### src/acg_cfg.svh
// Purpose: Offsets, field positions, reset values and counts for the
//          converter glue block.
// Assumes: 32-bit classic Wishbone, word-aligned registers.
// Notes:   Definitions only.
`ifndef ACG_CFG_SVH
`define ACG_CFG_SVH

// Register byte addresses
`define ACG_OFS_CTRL      8'h00
`define ACG_OFS_CLK       8'h04
`define ACG_OFS_PIN1      8'h08
`define ACG_OFS_PIN2      8'h0C
`define ACG_OFS_PWR       8'h10
`define ACG_OFS_PER       8'h14
`define ACG_OFS_STAT      8'h18

// Control register fields
`define ACG_CTRL_CH_LSB   0
`define ACG_CTRL_HWT_BIT  5
`define ACG_CTRL_RST      6'h1F
// Clock register fields
`define ACG_CLK_SRC_LSB   0
`define ACG_CLK_DIV_LSB   2
`define ACG_CLK_RST       4'h0
// Power register fields
`define ACG_PWR_BANDGAP_BUFFER_ENABLE_BIT  0
`define ACG_PWR_LOW_VOLTAGE_DETECT_ENABLE_BIT  1
`define ACG_PWR_LOW_VOLTAGE_DETECT_STOP_ENABLE_BIT 2
`define ACG_PWR_RST       3'h0
// Periodic counter rate select reset
`define ACG_PER_RST       3'h0

// Channel codes
`define ACG_CH_TEMP       5'h1A
`define ACG_CH_BANDGAP    5'h1B
`define ACG_CH_VREFH      5'h1D
`define ACG_CH_VREFL      5'h1E
`define ACG_CH_OFF        5'h1F

// Low-frequency tick: 1 kHz nominal from a 200 MHz clock
`define ACG_CLK_HZ        200000000
`define ACG_LF_HZ         1000
`define ACG_LF_CYCLES     (`ACG_CLK_HZ / `ACG_LF_HZ)

`endif

### src/acg_pkg.sv
// Purpose: Types shared by the converter glue block.
// Assumes: Nothing beyond the config header.
// Notes:   Codes for the clock mux and analog input kind.
`default_nettype none
package acg_pkg;
   typedef enum logic [1:0] {
      ACG_SRC_BUS  = 2'h0,
      ACG_SRC_HALF = 2'h1,
      ACG_SRC_ALT  = 2'h2,
      ACG_SRC_ASYN = 2'h3
   } acg_src_e;

   typedef enum logic [2:0] {
      ACG_IN_PIN  = 3'h0,
      ACG_IN_VRL  = 3'h1,
      ACG_IN_VRH  = 3'h2,
      ACG_IN_TEMP = 3'h3,
      ACG_IN_BG   = 3'h4,
      ACG_IN_RSV  = 3'h5,
      ACG_IN_OFF  = 3'h6
   } acg_in_e;

   typedef enum logic [2:0] {
      ACG_ST_IDLE  = 3'b001,
      ACG_ST_START = 3'b010,
      ACG_ST_BUSY  = 3'b100
   } acg_st_e;
endpackage : acg_pkg
`default_nettype wire

### src/acg_glue.sv
// Purpose: Channel decode, conversion clock routing and trigger glue
//          around a 10-bit successive-approximation converter core.
// Assumes: Classic Wishbone slave, 32-bit data, zero-wait single ack.
// Notes:   Clock sources reach the core as enables on i_ref_clk.
// Function
// - 5-bit channel select; nine inputs exist: 0-3, 8-11 and 27
// - Unimplemented codes 4-7 and 12-21 connect the converter to low reference; 22-25 and 28 are reserved
// - Each pin channel 0-3, 8-11 has its own pin control bit
// - Code 11010 temperature, 11101 high ref, 11110 low ref
// - Clock source: bus, bus halved, async clock, alternate input
// - Alternate input is external reference, live only in external modes
// - Alternate clock passes through the programmable divider
// - Alternate clock keeps running in wait when external conditions hold
// - Alternate clock unusable as conversion clock in stop3
// - Hardware trigger on: one conversion per periodic counter overflow
// - Counter clocked by external reference or 1 kHz internal source
// - Counter runs freely, overflow rate from rate select and clock
// - Only two analog pin enable registers exist
// - The deepest stop1 mode is not provided
// - Control write aborts when busy, and restarts unless channel is all ones
//
// Register access over Wishbone and the register addresses are this design's own decisions.
`include "acg_cfg.svh"
`default_nettype none
module acg_glue
(
   input  wire logic        i_ref_clk,
   input  wire logic        i_rst_b,
   // Wishbone slave
   input  wire logic        i_wb_cyc,
   input  wire logic        i_wb_stb,
   input  wire logic        i_wb_we,
   input  wire logic [7:0]  i_wb_adr,
   input  wire logic [3:0]  i_wb_sel,
   input  wire logic [31:0] i_wb_dat,
   output logic [31:0]      o_wb_dat,
   output logic             o_wb_ack,
   // Clock and mode inputs
   input  wire logic        i_ext_ref_tick,
   input  wire logic        i_async_tick,
   input  wire logic        i_ext_clk_mode,
   input  wire logic        i_clock_select_bit_1,
   input  wire logic        i_wait_mode,
   input  wire logic        i_stop3_mode,
   input  wire logic        i_core_done,
   // Converter core and mux
   output logic [4:0]       o_channel_select,
   output logic [2:0]       o_input_kind,
   output logic [15:0]      o_pin_enable,
   output logic             o_conv_start,
   output logic             o_conv_abort,
   output logic             o_conv_clk_en,
   output logic             o_module_off,
   output logic             o_bandgap_buffer_enable,
   output logic             o_lvd_enable,
   output logic             o_lvd_stop_enable
);
   logic [1:0]  rst_sync;
   logic        rst_n;
   logic [4:0]  channel_select;
   logic        hw_trig_en;
   logic [1:0]  clk_src;
   logic [1:0]  clk_div;
   logic [7:0]  pin_en_1;
   logic [7:0]  pin_en_2;
   logic [2:0]  pwr;
   logic [2:0]  rate_sel;
   logic        half_tog;
   logic [17:0] lf_cnt;
   logic        lf_tick;
   logic        busy;
   logic        ovf;
   logic        alt_live;
   logic        src_en;
   logic        conv_en;
   logic        ack_pend;
   acg_pkg::acg_st_e st;
   acg_pkg::acg_st_e next_st;

   // Reset release through two flops
   always_ff @(posedge i_ref_clk or negedge i_rst_b)
   begin
      if (!i_rst_b)
         rst_sync <= 2'b00;
      else
         rst_sync <= {rst_sync[0], 1'b1};
   end
   assign rst_n = rst_sync[1];

   // Input kind per channel code
   function automatic acg_pkg::acg_in_e kind_of(input logic [4:0] ch);
      acg_pkg::acg_in_e k;
      k = acg_pkg::ACG_IN_VRL;
      if (ch[4:3] == 2'b00 || ch[4:3] == 2'b01)
         k = (ch[2] == 1'b0) ? acg_pkg::ACG_IN_PIN
                             : acg_pkg::ACG_IN_VRL;
      else if (ch == `ACG_CH_TEMP)
         k = acg_pkg::ACG_IN_TEMP;
      else if (ch == `ACG_CH_BANDGAP)
         k = acg_pkg::ACG_IN_BG;
      else if (ch == `ACG_CH_VREFH)
         k = acg_pkg::ACG_IN_VRH;
      else if (ch == `ACG_CH_VREFL)
         k = acg_pkg::ACG_IN_VRL;
      else if (ch == `ACG_CH_OFF)
         k = acg_pkg::ACG_IN_OFF;
      else if (ch >= 5'h16)
         k = acg_pkg::ACG_IN_RSV;
      return k;
   endfunction

   // Bus decode
   wire wb_req   = i_wb_cyc && i_wb_stb && !o_wb_ack;
   wire wb_wr    = wb_req && i_wb_we && i_wb_sel[0];
   wire wr_ctrl  = wb_wr && (i_wb_adr == `ACG_OFS_CTRL);
   wire wr_clk   = wb_wr && (i_wb_adr == `ACG_OFS_CLK);
   wire wr_pin1  = wb_wr && (i_wb_adr == `ACG_OFS_PIN1);
   wire wr_pin2  = wb_wr && (i_wb_adr == `ACG_OFS_PIN2);
   wire wr_pwr   = wb_wr && (i_wb_adr == `ACG_OFS_PWR);
   wire wr_per   = wb_wr && (i_wb_adr == `ACG_OFS_PER);
   wire [4:0] wr_ch = i_wb_dat[`ACG_CTRL_CH_LSB +: 5];

   // Write effects
   always_ff @(posedge i_ref_clk or negedge rst_n)
   begin
      if (!rst_n)
      begin
         {hw_trig_en, channel_select} <= `ACG_CTRL_RST;
         {clk_div, clk_src}           <= `ACG_CLK_RST;
         pin_en_1       <= 8'h00;
         pin_en_2       <= 8'h00;
         pwr            <= `ACG_PWR_RST;
         rate_sel       <= `ACG_PER_RST;
      end
      else
      begin
         if (wr_ctrl)
         begin
            channel_select <= wr_ch;
            hw_trig_en     <= i_wb_dat[`ACG_CTRL_HWT_BIT];
         end
         if (wr_clk)
         begin
            clk_src <= i_wb_dat[`ACG_CLK_SRC_LSB +: 2];
            clk_div <= i_wb_dat[`ACG_CLK_DIV_LSB +: 2];
         end
         if (wr_pin1)
            pin_en_1 <= i_wb_dat[7:0];
         if (wr_pin2)
            pin_en_2 <= i_wb_dat[7:0];
         if (wr_pwr)
            pwr <= i_wb_dat[2:0];
         if (wr_per)
            rate_sel <= i_wb_dat[2:0];
      end
   end

   // Readback; unmapped addresses read zero and still ack
   wire [31:0] rd_mux =
      (i_wb_adr == `ACG_OFS_CTRL) ?
         {26'h000_0000, hw_trig_en, channel_select} :
      (i_wb_adr == `ACG_OFS_CLK)  ? {28'h000_0000, clk_div, clk_src} :
      (i_wb_adr == `ACG_OFS_PIN1) ? {24'h00_0000, pin_en_1} :
      (i_wb_adr == `ACG_OFS_PIN2) ? {24'h00_0000, pin_en_2} :
      (i_wb_adr == `ACG_OFS_PWR)  ? {29'h0000_0000, pwr} :
      (i_wb_adr == `ACG_OFS_PER)  ? {29'h0000_0000, rate_sel} :
      (i_wb_adr == `ACG_OFS_STAT) ?
         {29'h0000_0000, alt_live, busy, o_module_off} :
      32'h0000_0000;

   always_ff @(posedge i_ref_clk or negedge rst_n)
   begin
      if (!rst_n)
      begin
         o_wb_ack <= 1'b0;
         o_wb_dat <= 32'h0000_0000;
      end
      else
      begin
         o_wb_ack <= wb_req;
         o_wb_dat <= wb_req ? rd_mux : 32'h0000_0000;
      end
   end
   assign ack_pend = o_wb_ack;

   // 1 kHz internal tick for the periodic counter
   wire lf_wrap = (lf_cnt == 18'(`ACG_LF_CYCLES - 1));
   always_ff @(posedge i_ref_clk or negedge rst_n)
   begin
      if (!rst_n)
      begin
         lf_cnt   <= 18'h0_0000;
         lf_tick  <= 1'b0;
         half_tog <= 1'b0;
      end
      else
      begin
         lf_cnt   <= lf_wrap ? 18'h0_0000 : lf_cnt + 18'h0_0001;
         lf_tick  <= lf_wrap;
         half_tog <= ~half_tog;
      end
   end

   // External reference only lives in external modes, not in stop3;
   // stop1 does not exist so no further gating applies
   assign alt_live = i_ext_clk_mode && i_clock_select_bit_1
                     && !i_stop3_mode;
   // Wait mode does not gate the alternate clock
   wire alt_tick = i_ext_ref_tick && alt_live;
   // Counter source: external ref when live, else internal 1 kHz
   wire per_tick = alt_live ? i_ext_ref_tick : lf_tick;

   acg_per_cnt u_per
   (
      .i_ref_clk  (i_ref_clk),
      .i_rst_n    (rst_n),
      .i_tick     (per_tick),
      .i_rate_sel (rate_sel),
      .o_ovf      (ovf)
   );

   // Conversion clock source select; alternate blocked in stop3
   always_comb
   begin
      case (acg_pkg::acg_src_e'(clk_src))
         acg_pkg::ACG_SRC_BUS:  src_en = 1'b1;
         acg_pkg::ACG_SRC_HALF: src_en = half_tog;
         acg_pkg::ACG_SRC_ALT:  src_en = alt_tick;
         acg_pkg::ACG_SRC_ASYN: src_en = i_async_tick;
         default:               src_en = 1'b0;
      endcase
   end

   acg_clk_div u_div
   (
      .i_ref_clk (i_ref_clk),
      .i_rst_n   (rst_n),
      .i_src_en  (src_en),
      .i_div     (clk_div),
      .o_conv_en (conv_en)
   );

   // Start sources
   wire module_off = (channel_select == `ACG_CH_OFF);
   wire sw_start   = wr_ctrl && (wr_ch != `ACG_CH_OFF);
   wire hw_start   = hw_trig_en && ovf && !module_off;
   // Overflows count only with the trigger enabled
   wire any_start  = sw_start || hw_start;

   always_comb
   begin
      case (st)
         acg_pkg::ACG_ST_IDLE:
            next_st = any_start ? acg_pkg::ACG_ST_START : acg_pkg::ACG_ST_IDLE;
         acg_pkg::ACG_ST_START:
            next_st = acg_pkg::ACG_ST_BUSY;
         acg_pkg::ACG_ST_BUSY:
            next_st = any_start ? acg_pkg::ACG_ST_START :
                      (i_core_done || wr_ctrl) ? acg_pkg::ACG_ST_IDLE :
                      acg_pkg::ACG_ST_BUSY;
         default:
            next_st = acg_pkg::ACG_ST_IDLE;
      endcase
   end
   assign busy = (st != acg_pkg::ACG_ST_IDLE);

   always_ff @(posedge i_ref_clk or negedge rst_n)
   begin
      if (!rst_n)
         st <= acg_pkg::ACG_ST_IDLE;
      else
         st <= next_st;
   end

   // Pin bits 0-3 and 8-11 only; others stay zero
   wire [15:0] pin_map = {4'h0, pin_en_2[3:0], 4'h0, pin_en_1[3:0]};
   // Registered outputs to core
   always_ff @(posedge i_ref_clk or negedge rst_n)
   begin
      if (!rst_n)
      begin
         o_channel_select        <= `ACG_CH_OFF;
         o_input_kind            <= acg_pkg::ACG_IN_OFF;
         o_pin_enable            <= 16'h0000;
         o_conv_start            <= 1'b0;
         o_conv_abort            <= 1'b0;
         o_conv_clk_en           <= 1'b0;
         o_module_off            <= 1'b1;
         o_bandgap_buffer_enable <= 1'b0;
         o_lvd_enable            <= 1'b0;
         o_lvd_stop_enable       <= 1'b0;
      end
      else
      begin
         o_channel_select <= channel_select;
         o_input_kind     <= kind_of(channel_select);
         o_pin_enable     <= pin_map;
         o_conv_start     <= any_start;
         o_conv_abort     <= wr_ctrl && busy;
         o_conv_clk_en    <= conv_en && !module_off;
         o_module_off     <= module_off;
         // Software must enable these itself before bandgap or stop3 use
         o_bandgap_buffer_enable <= pwr[`ACG_PWR_BANDGAP_BUFFER_ENABLE_BIT];
         o_lvd_enable      <= pwr[`ACG_PWR_LOW_VOLTAGE_DETECT_ENABLE_BIT];
         o_lvd_stop_enable <= pwr[`ACG_PWR_LOW_VOLTAGE_DETECT_STOP_ENABLE_BIT];
      end
   end

   // Assertions
   property p_sw_start;
      @(posedge i_ref_clk) disable iff (!rst_n)
      (wr_ctrl && wr_ch != `ACG_CH_OFF) |=> o_conv_start;
   endproperty
   a_sw_start: assert property (p_sw_start)
      else $error("Control write did not start a conversion");

   property p_off_no_start;
      @(posedge i_ref_clk) disable iff (!rst_n)
      (wr_ctrl && wr_ch == `ACG_CH_OFF && !ovf) |=> !o_conv_start;
   endproperty
   a_off_no_start: assert property (p_off_no_start)
      else $error("All-ones channel started a conversion");

   property p_hw_ignored;
      @(posedge i_ref_clk) disable iff (!rst_n)
      (ovf && !hw_trig_en && !wr_ctrl) |=> !o_conv_start;
   endproperty
   a_hw_ignored: assert property (p_hw_ignored)
      else $error("Overflow started conversion with trigger off");

   property p_hw_start;
      @(posedge i_ref_clk) disable iff (!rst_n)
      (ovf && hw_trig_en && !module_off) |=> o_conv_start;
   endproperty
   a_hw_start: assert property (p_hw_start)
      else $error("Overflow missed with trigger on");

   property p_unimpl_vrl;
      @(posedge i_ref_clk) disable iff (!rst_n)
      (channel_select[4:2] == 3'b001)
         |=> (o_input_kind == acg_pkg::ACG_IN_VRL);
   endproperty
   a_unimpl_vrl: assert property (p_unimpl_vrl)
      else $error("Unimplemented channel not on low reference");

   property p_vrefh;
      @(posedge i_ref_clk) disable iff (!rst_n)
      (channel_select == `ACG_CH_VREFH)
         |=> (o_input_kind == acg_pkg::ACG_IN_VRH);
   endproperty
   a_vrefh: assert property (p_vrefh)
      else $error("High reference code misdecoded");

   property p_alt_stop3;
      @(posedge i_ref_clk) disable iff (!rst_n)
      (clk_src == 2'h2 && i_stop3_mode) |-> !src_en;
   endproperty
   a_alt_stop3: assert property (p_alt_stop3)
      else $error("Alternate clock used in stop3");

   property p_pin_bits;
      @(posedge i_ref_clk) disable iff (!rst_n)
      ##1 (o_pin_enable[15:12] == 4'h0 && o_pin_enable[7:4] == 4'h0);
   endproperty
   a_pin_bits: assert property (p_pin_bits)
      else $error("Pin enable set for non-pin channel");

   property p_ack_once;
      @(posedge i_ref_clk) disable iff (!rst_n)
      ack_pend |=> !o_wb_ack;
   endproperty
   a_ack_once: assert property (p_ack_once)
      else $error("Ack held two cycles");
endmodule // acg_glue
`default_nettype wire

### src/acg_per_cnt.sv
// Purpose: Free-running periodic counter giving one pulse per overflow.
// Assumes: Tick inputs are one-cycle enables on the system clock.
// Notes:   Period is 2^(2*rate_select+1) input ticks.
`include "acg_cfg.svh"
`default_nettype none
module acg_per_cnt
(
   input  wire logic       i_ref_clk,
   input  wire logic       i_rst_n,
   input  wire logic       i_tick,
   input  wire logic [2:0] i_rate_sel,
   output logic            o_ovf
);
   logic [15:0] cnt;
   logic [15:0] top;

   // Period select picks the wrap value among eight powers of two
   assign top = 16'hFFFF >> (4'd15 - {1'b0, i_rate_sel} * 4'd2);

   always_ff @(posedge i_ref_clk or negedge i_rst_n)
   begin
      if (!i_rst_n)
      begin
         cnt   <= 16'h0000;
         o_ovf <= 1'b0;
      end
      else
      begin
         o_ovf <= 1'b0;
         if (i_tick)
         begin
            if (cnt >= top)
            begin
               cnt   <= 16'h0000;
               o_ovf <= 1'b1;
            end
            else
               cnt <= cnt + 16'h0001;
         end
      end
   end
endmodule // acg_per_cnt
`default_nettype wire

### src/acg_clk_div.sv
// Purpose: Conversion clock enable from a selected source and divider.
// Assumes: Source edges arrive as one-cycle enables.
// Notes:   Divider ratio is 1, 2, 4 or 8.
`include "acg_cfg.svh"
`default_nettype none
module acg_clk_div
(
   input  wire logic       i_ref_clk,
   input  wire logic       i_rst_n,
   input  wire logic       i_src_en,
   input  wire logic [1:0] i_div,
   output logic            o_conv_en
);
   logic [2:0] cnt;
   logic [2:0] lim;

   assign lim = 3'((4'd1 << i_div) - 4'd1);

   always_ff @(posedge i_ref_clk or negedge i_rst_n)
   begin
      if (!i_rst_n)
      begin
         cnt       <= 3'h0;
         o_conv_en <= 1'b0;
      end
      else
      begin
         // Compare with >= so a smaller ratio takes hold at the next edge
         o_conv_en <= i_src_en && (cnt >= lim);
         if (i_src_en)
            cnt <= (cnt >= lim) ? 3'h0 : cnt + 3'h1;
      end
   end
endmodule // acg_clk_div
`default_nettype wire

### config.mk
export PLATFORM = sky130hd
export DESIGN_NAME = acg_glue
export DESIGN_NICKNAME = d
export VERILOG_FILES = /design/src/acg_pkg.sv /design/src/acg_glue.sv /design/src/acg_per_cnt.sv /design/src/acg_clk_div.sv
export VERILOG_INCLUDE_DIRS = /design/src
export SDC_FILE = /design/constraint.sdc
export NUM_CORES = 1
export LEC_CHECK = 0
export BUFFER_PORTS_ARGS = -buffer_cell sky130_fd_sc_hd__clkbuf_2
export CAP_MARGIN = 15
export CORE_AREA = 5 5 112 114
export DETAILED_ROUTE_END_ITERATION = 7
export DIE_AREA = 0 0 117 119
export HOLD_SLACK_MARGIN = 0.12
export PLACE_DENSITY = 0.78
export SLEW_MARGIN = 30
export SYNTH_ARGS = -nofsm -noshare
export SYNTH_HDL_FRONTEND = slang
export SYNTH_SLANG_ARGS = --single-unit
### constraint.sdc
create_clock -name i_ref_clk -period 3.2 [get_ports i_ref_clk]
set_input_delay 0.32 -clock i_ref_clk [delete_from_list [all_inputs] [get_ports i_ref_clk]]
set_output_delay 0.32 -clock i_ref_clk [all_outputs]
set_load 0.01 [all_outputs]
==> results.sh <==
export IMPL_status="completed"
export IMPL_synth_cell_area_um2=5434
export IMPL_cts_made_buffers=9
export IMPL_place_area_um2=5764
export IMPL_fmax_mhz=388.9
export IMPL_synth_cells=499
export IMPL_met2_length_um=5972
export IMPL_nets=641
export IMPL_period_share_pct=80.36
export IMPL_critical_path_endpoint_type="flop"
export IMPL_detail_route_wirelength_um=11300
export IMPL_final_cell_area_um2=6111
export IMPL_port_buffers=59
export IMPL_insertion_delay_ps=360
export IMPL_critPathArrivalTime_ps=2830
export IMPL_postSynthRegisterBits=110
export IMPL_maxCapViolations=0
export IMPL_critPathLaunchType="flop"
export IMPL_wirelength_met1_um=4373
export IMPL_tritoncts="done"
export IMPL_slew_headroom_pct=54.16
export IMPL_ir_worst_vdd_mv=0.4472
export IMPL_final_setup_viol_count=0
export IMPL_dp_hpwl_um=8240
export IMPL_required_ps=3460
export IMPL_yosysTopAreaCellShare_pct=44.21
export IMPL_avgViaCountPerCell=5.506
export IMPL_synthArstFlopShare_pct=100.0
export IMPL_layout_commonest_cell="dfrtp_1"
export IMPL_drive_gt1_share_pct=24.39
export IMPL_layout_common_cells="95 x dfrtp_1, 59 x clkbuf_2, 37 x nand2_1"
export IMPL_dieWidth_um=117
export IMPL_wl_per_cell_um=15.85
export IMPL_fill_cells=975
export IMPL_grt_usage_pct=16.76
export IMPL_avgSynthCellArea_um2=10.89
export IMPL_yosys_warnings=0
export IMPL_gp_congestion=0.8526
export IMPL_min_period_ps=2572
export IMPL_clock_path_buffers=2
export IMPL_rsz0062_at_grt="false"
export IMPL_std_cell_rows=39
export IMPL_pwr_share_comb_pct=10.2
export IMPL_htree_levels=3
export IMPL_drc=0
export IMPL_worst_slew_pin_slew_ps=687.5
export IMPL_crit_path_max_fanout=8
export IMPL_clockRootBuffer="clkbuf_16"
export IMPL_num_io_pins=120
export IMPL_antenna_found_initial=0
export IMPL_fp_coreArea_um2=11320
export IMPL_grt_pass1_vias=4025
export IMPL_post_route_util_pct=53.98
export IMPL_grt_max_degree=56
export IMPL_die_area_um2=13920
export IMPL_top_layer="met4"
export IMPL_hold_viol=0
export IMPL_vias=3926
export IMPL_overflow=0
export IMPL_dp_slack_ps=662.0
export IMPL_ys_types=55
export IMPL_ys_flop_type="dfrtp_1"
export IMPL_total_power_mw=3.086
export IMPL_clockPowerShare_pct=40.6
export IMPL_path_class="flop to flop"
export IMPL_internal_power_mw=2.263
export IMPL_yosysSeqAreaShare_pct=50.98
export IMPL_synth_edf_count=0
export IMPL_syn2layout_area_growth_pct=12.46
export IMPL_holdCritPathClass="primary input to flop"
export IMPL_wl_met3_um=806
export IMPL_power_frac_seq_pct=49.2
export IMPL_tns_ps=0
export IMPL_start_util_pct=48.00
export IMPL_swShare_pct=26.65
export IMPL_ant_nets=0
export IMPL_drtIter0Drc=259
export IMPL_clk_pin_slew_ps=80
export IMPL_worst_slack_ps=628.4
export IMPL_slew_viol_final=0
export IMPL_leakagePower_nw=2.974
export IMPL_grt_pass1_wl_um=18820
export IMPL_fin_skew_ps=15.60
export IMPL_clock_sinks=110
export IMPL_synth_largest_area_cell="dfrtp_1"
export IMPL_die_y_um=119
export IMPL_yosys_top_cells_area="dfrtp_1 44%, mux2_2 6.8%, dfstp_2 6.8%, buf_4 5.0%, ha_1 4.6%"
export IMPL_dr_pass1_iters=4
export IMPL_antenna_cells=0
export IMPL_power_switching_uw=822.5
export IMPL_powerDensity_nw_per_um2=505.0
## timing repair
action                                  CTS  global route
hold endpoints to repair                  2             0
resized for setup                         0             0
endpoints found under the setup margin    0             0
setup buffers                             0             0
hold buffers                              1             0
## kinds of logic after synthesis
logic type	share of synthesized area, %
and+or+nand+nor	16.99
adders and majority gates	4.605
xor gates and xnor gates	3.385
muxes	8.888
buffers and inverters	6.792
DFF	50.98
other	0.1382
AOI/OAI and AO/OA	8.220
## flip-flops by register name (all words and copies together) (netlist names), 5 cells and up
register,cells
u_per.cnt,16
o_channel_select,5
lf_cnt,18
o_pin_enable,8
pin_en_1,8
o_wb_dat,8
channel_select,5
pin_en_2,8
## worst max-delay path, stage by stage (launching register included)
cell      delay (ps)
dfrtp_1          470
a21oi_1          250
ha_1             290
a211oi_1         280
o211ai_1         150
o21ai_1          490
nand2_1          310
o21ai_0          240
## cell usage after synthesis (2+ instances only)
cell type  count
o211ai_1       5
a31oi_1        5
nand2_1       37
nor2_1        32
conb_1         2
or3_1          4
buf_4         36
nor3_1        18
nand2b_1       5
o21a_1         2
a211oi_1       2
nand4_1        5
xor2_1        12
a2bb2oi_1      2
and4_1         3
nor3b_2        2
clkbuf_1       3
a21oi_1       18
nor3b_1        3
and2_1         3
inv_1         16
nand3b_1       4
or2_2          3
o21ai_0       17
and3_1         9
mux2_2        33
buf_6          2
nor4_4         2
mux2i_1       10
a21o_1         6
o22ai_1        5
nand3_1       30
xnor2_1        9
ha_1          20
a22oi_1        4
nor2b_1        3
dfrtp_1       96
dfstp_2       14
## through the flow
stage	cells	hold slack [ps]
global placement	696	104.6
CTS	713	189.5
detailed placement	696	106.8
global route	713	195.6
floorplan	530	24.41
finish	713	195.6
## power groups by stage
stage	combinational [mW]	clock [mW]	sequential (mW)
2_1_floorplan	0.237	0	1.53
4_1_cts	0.315	1.27	1.52
5_1_grt	0.363	1.33	1.53
3_5_place_dp	0.311	0	1.54
6_report	0.315	1.25	1.52
3_3_place_gp	0.295	0	1.54
## worst paths after layout
path,slack (ps),start,depth (start not counted),endpoint
max,630,rate_sel[1],7,u_per.cnt[9]
min,200,i_wb_dat[6],2,pin_en_2[6]
max reg2reg,630,rate_sel[1],7,u_per.cnt[9]
min reg2reg,370,rst_sync[0],0,rst_sync[1]
max in group asynchronous,1970,rst_sync[1],1,u_per.cnt[1]
min in group asynchronous,290,i_rst_b,2,rst_sync[1]
## final cells by class
type	count	area (µm²)	area share, %
Multi-Input combinational cell	362	2411	39.46
Clock inverter	7	111.4	1.822
Timing Repair Buffer	66	350.3	5.733
Tap cell	143	178.9	2.928
Clock buffer	9	225.2	3.686
Sequential cell	110	2774	45.39
Inverter	16	60.06	0.9828
## metal layers
metal	GRT usage, %	vias to the layer above
li1	-	1839
met1	19.59	1929
met2	30.16	143
met3	4.006	15
met4	4.875	0
met5	0	-
Power figures use the tool's default switching activity.
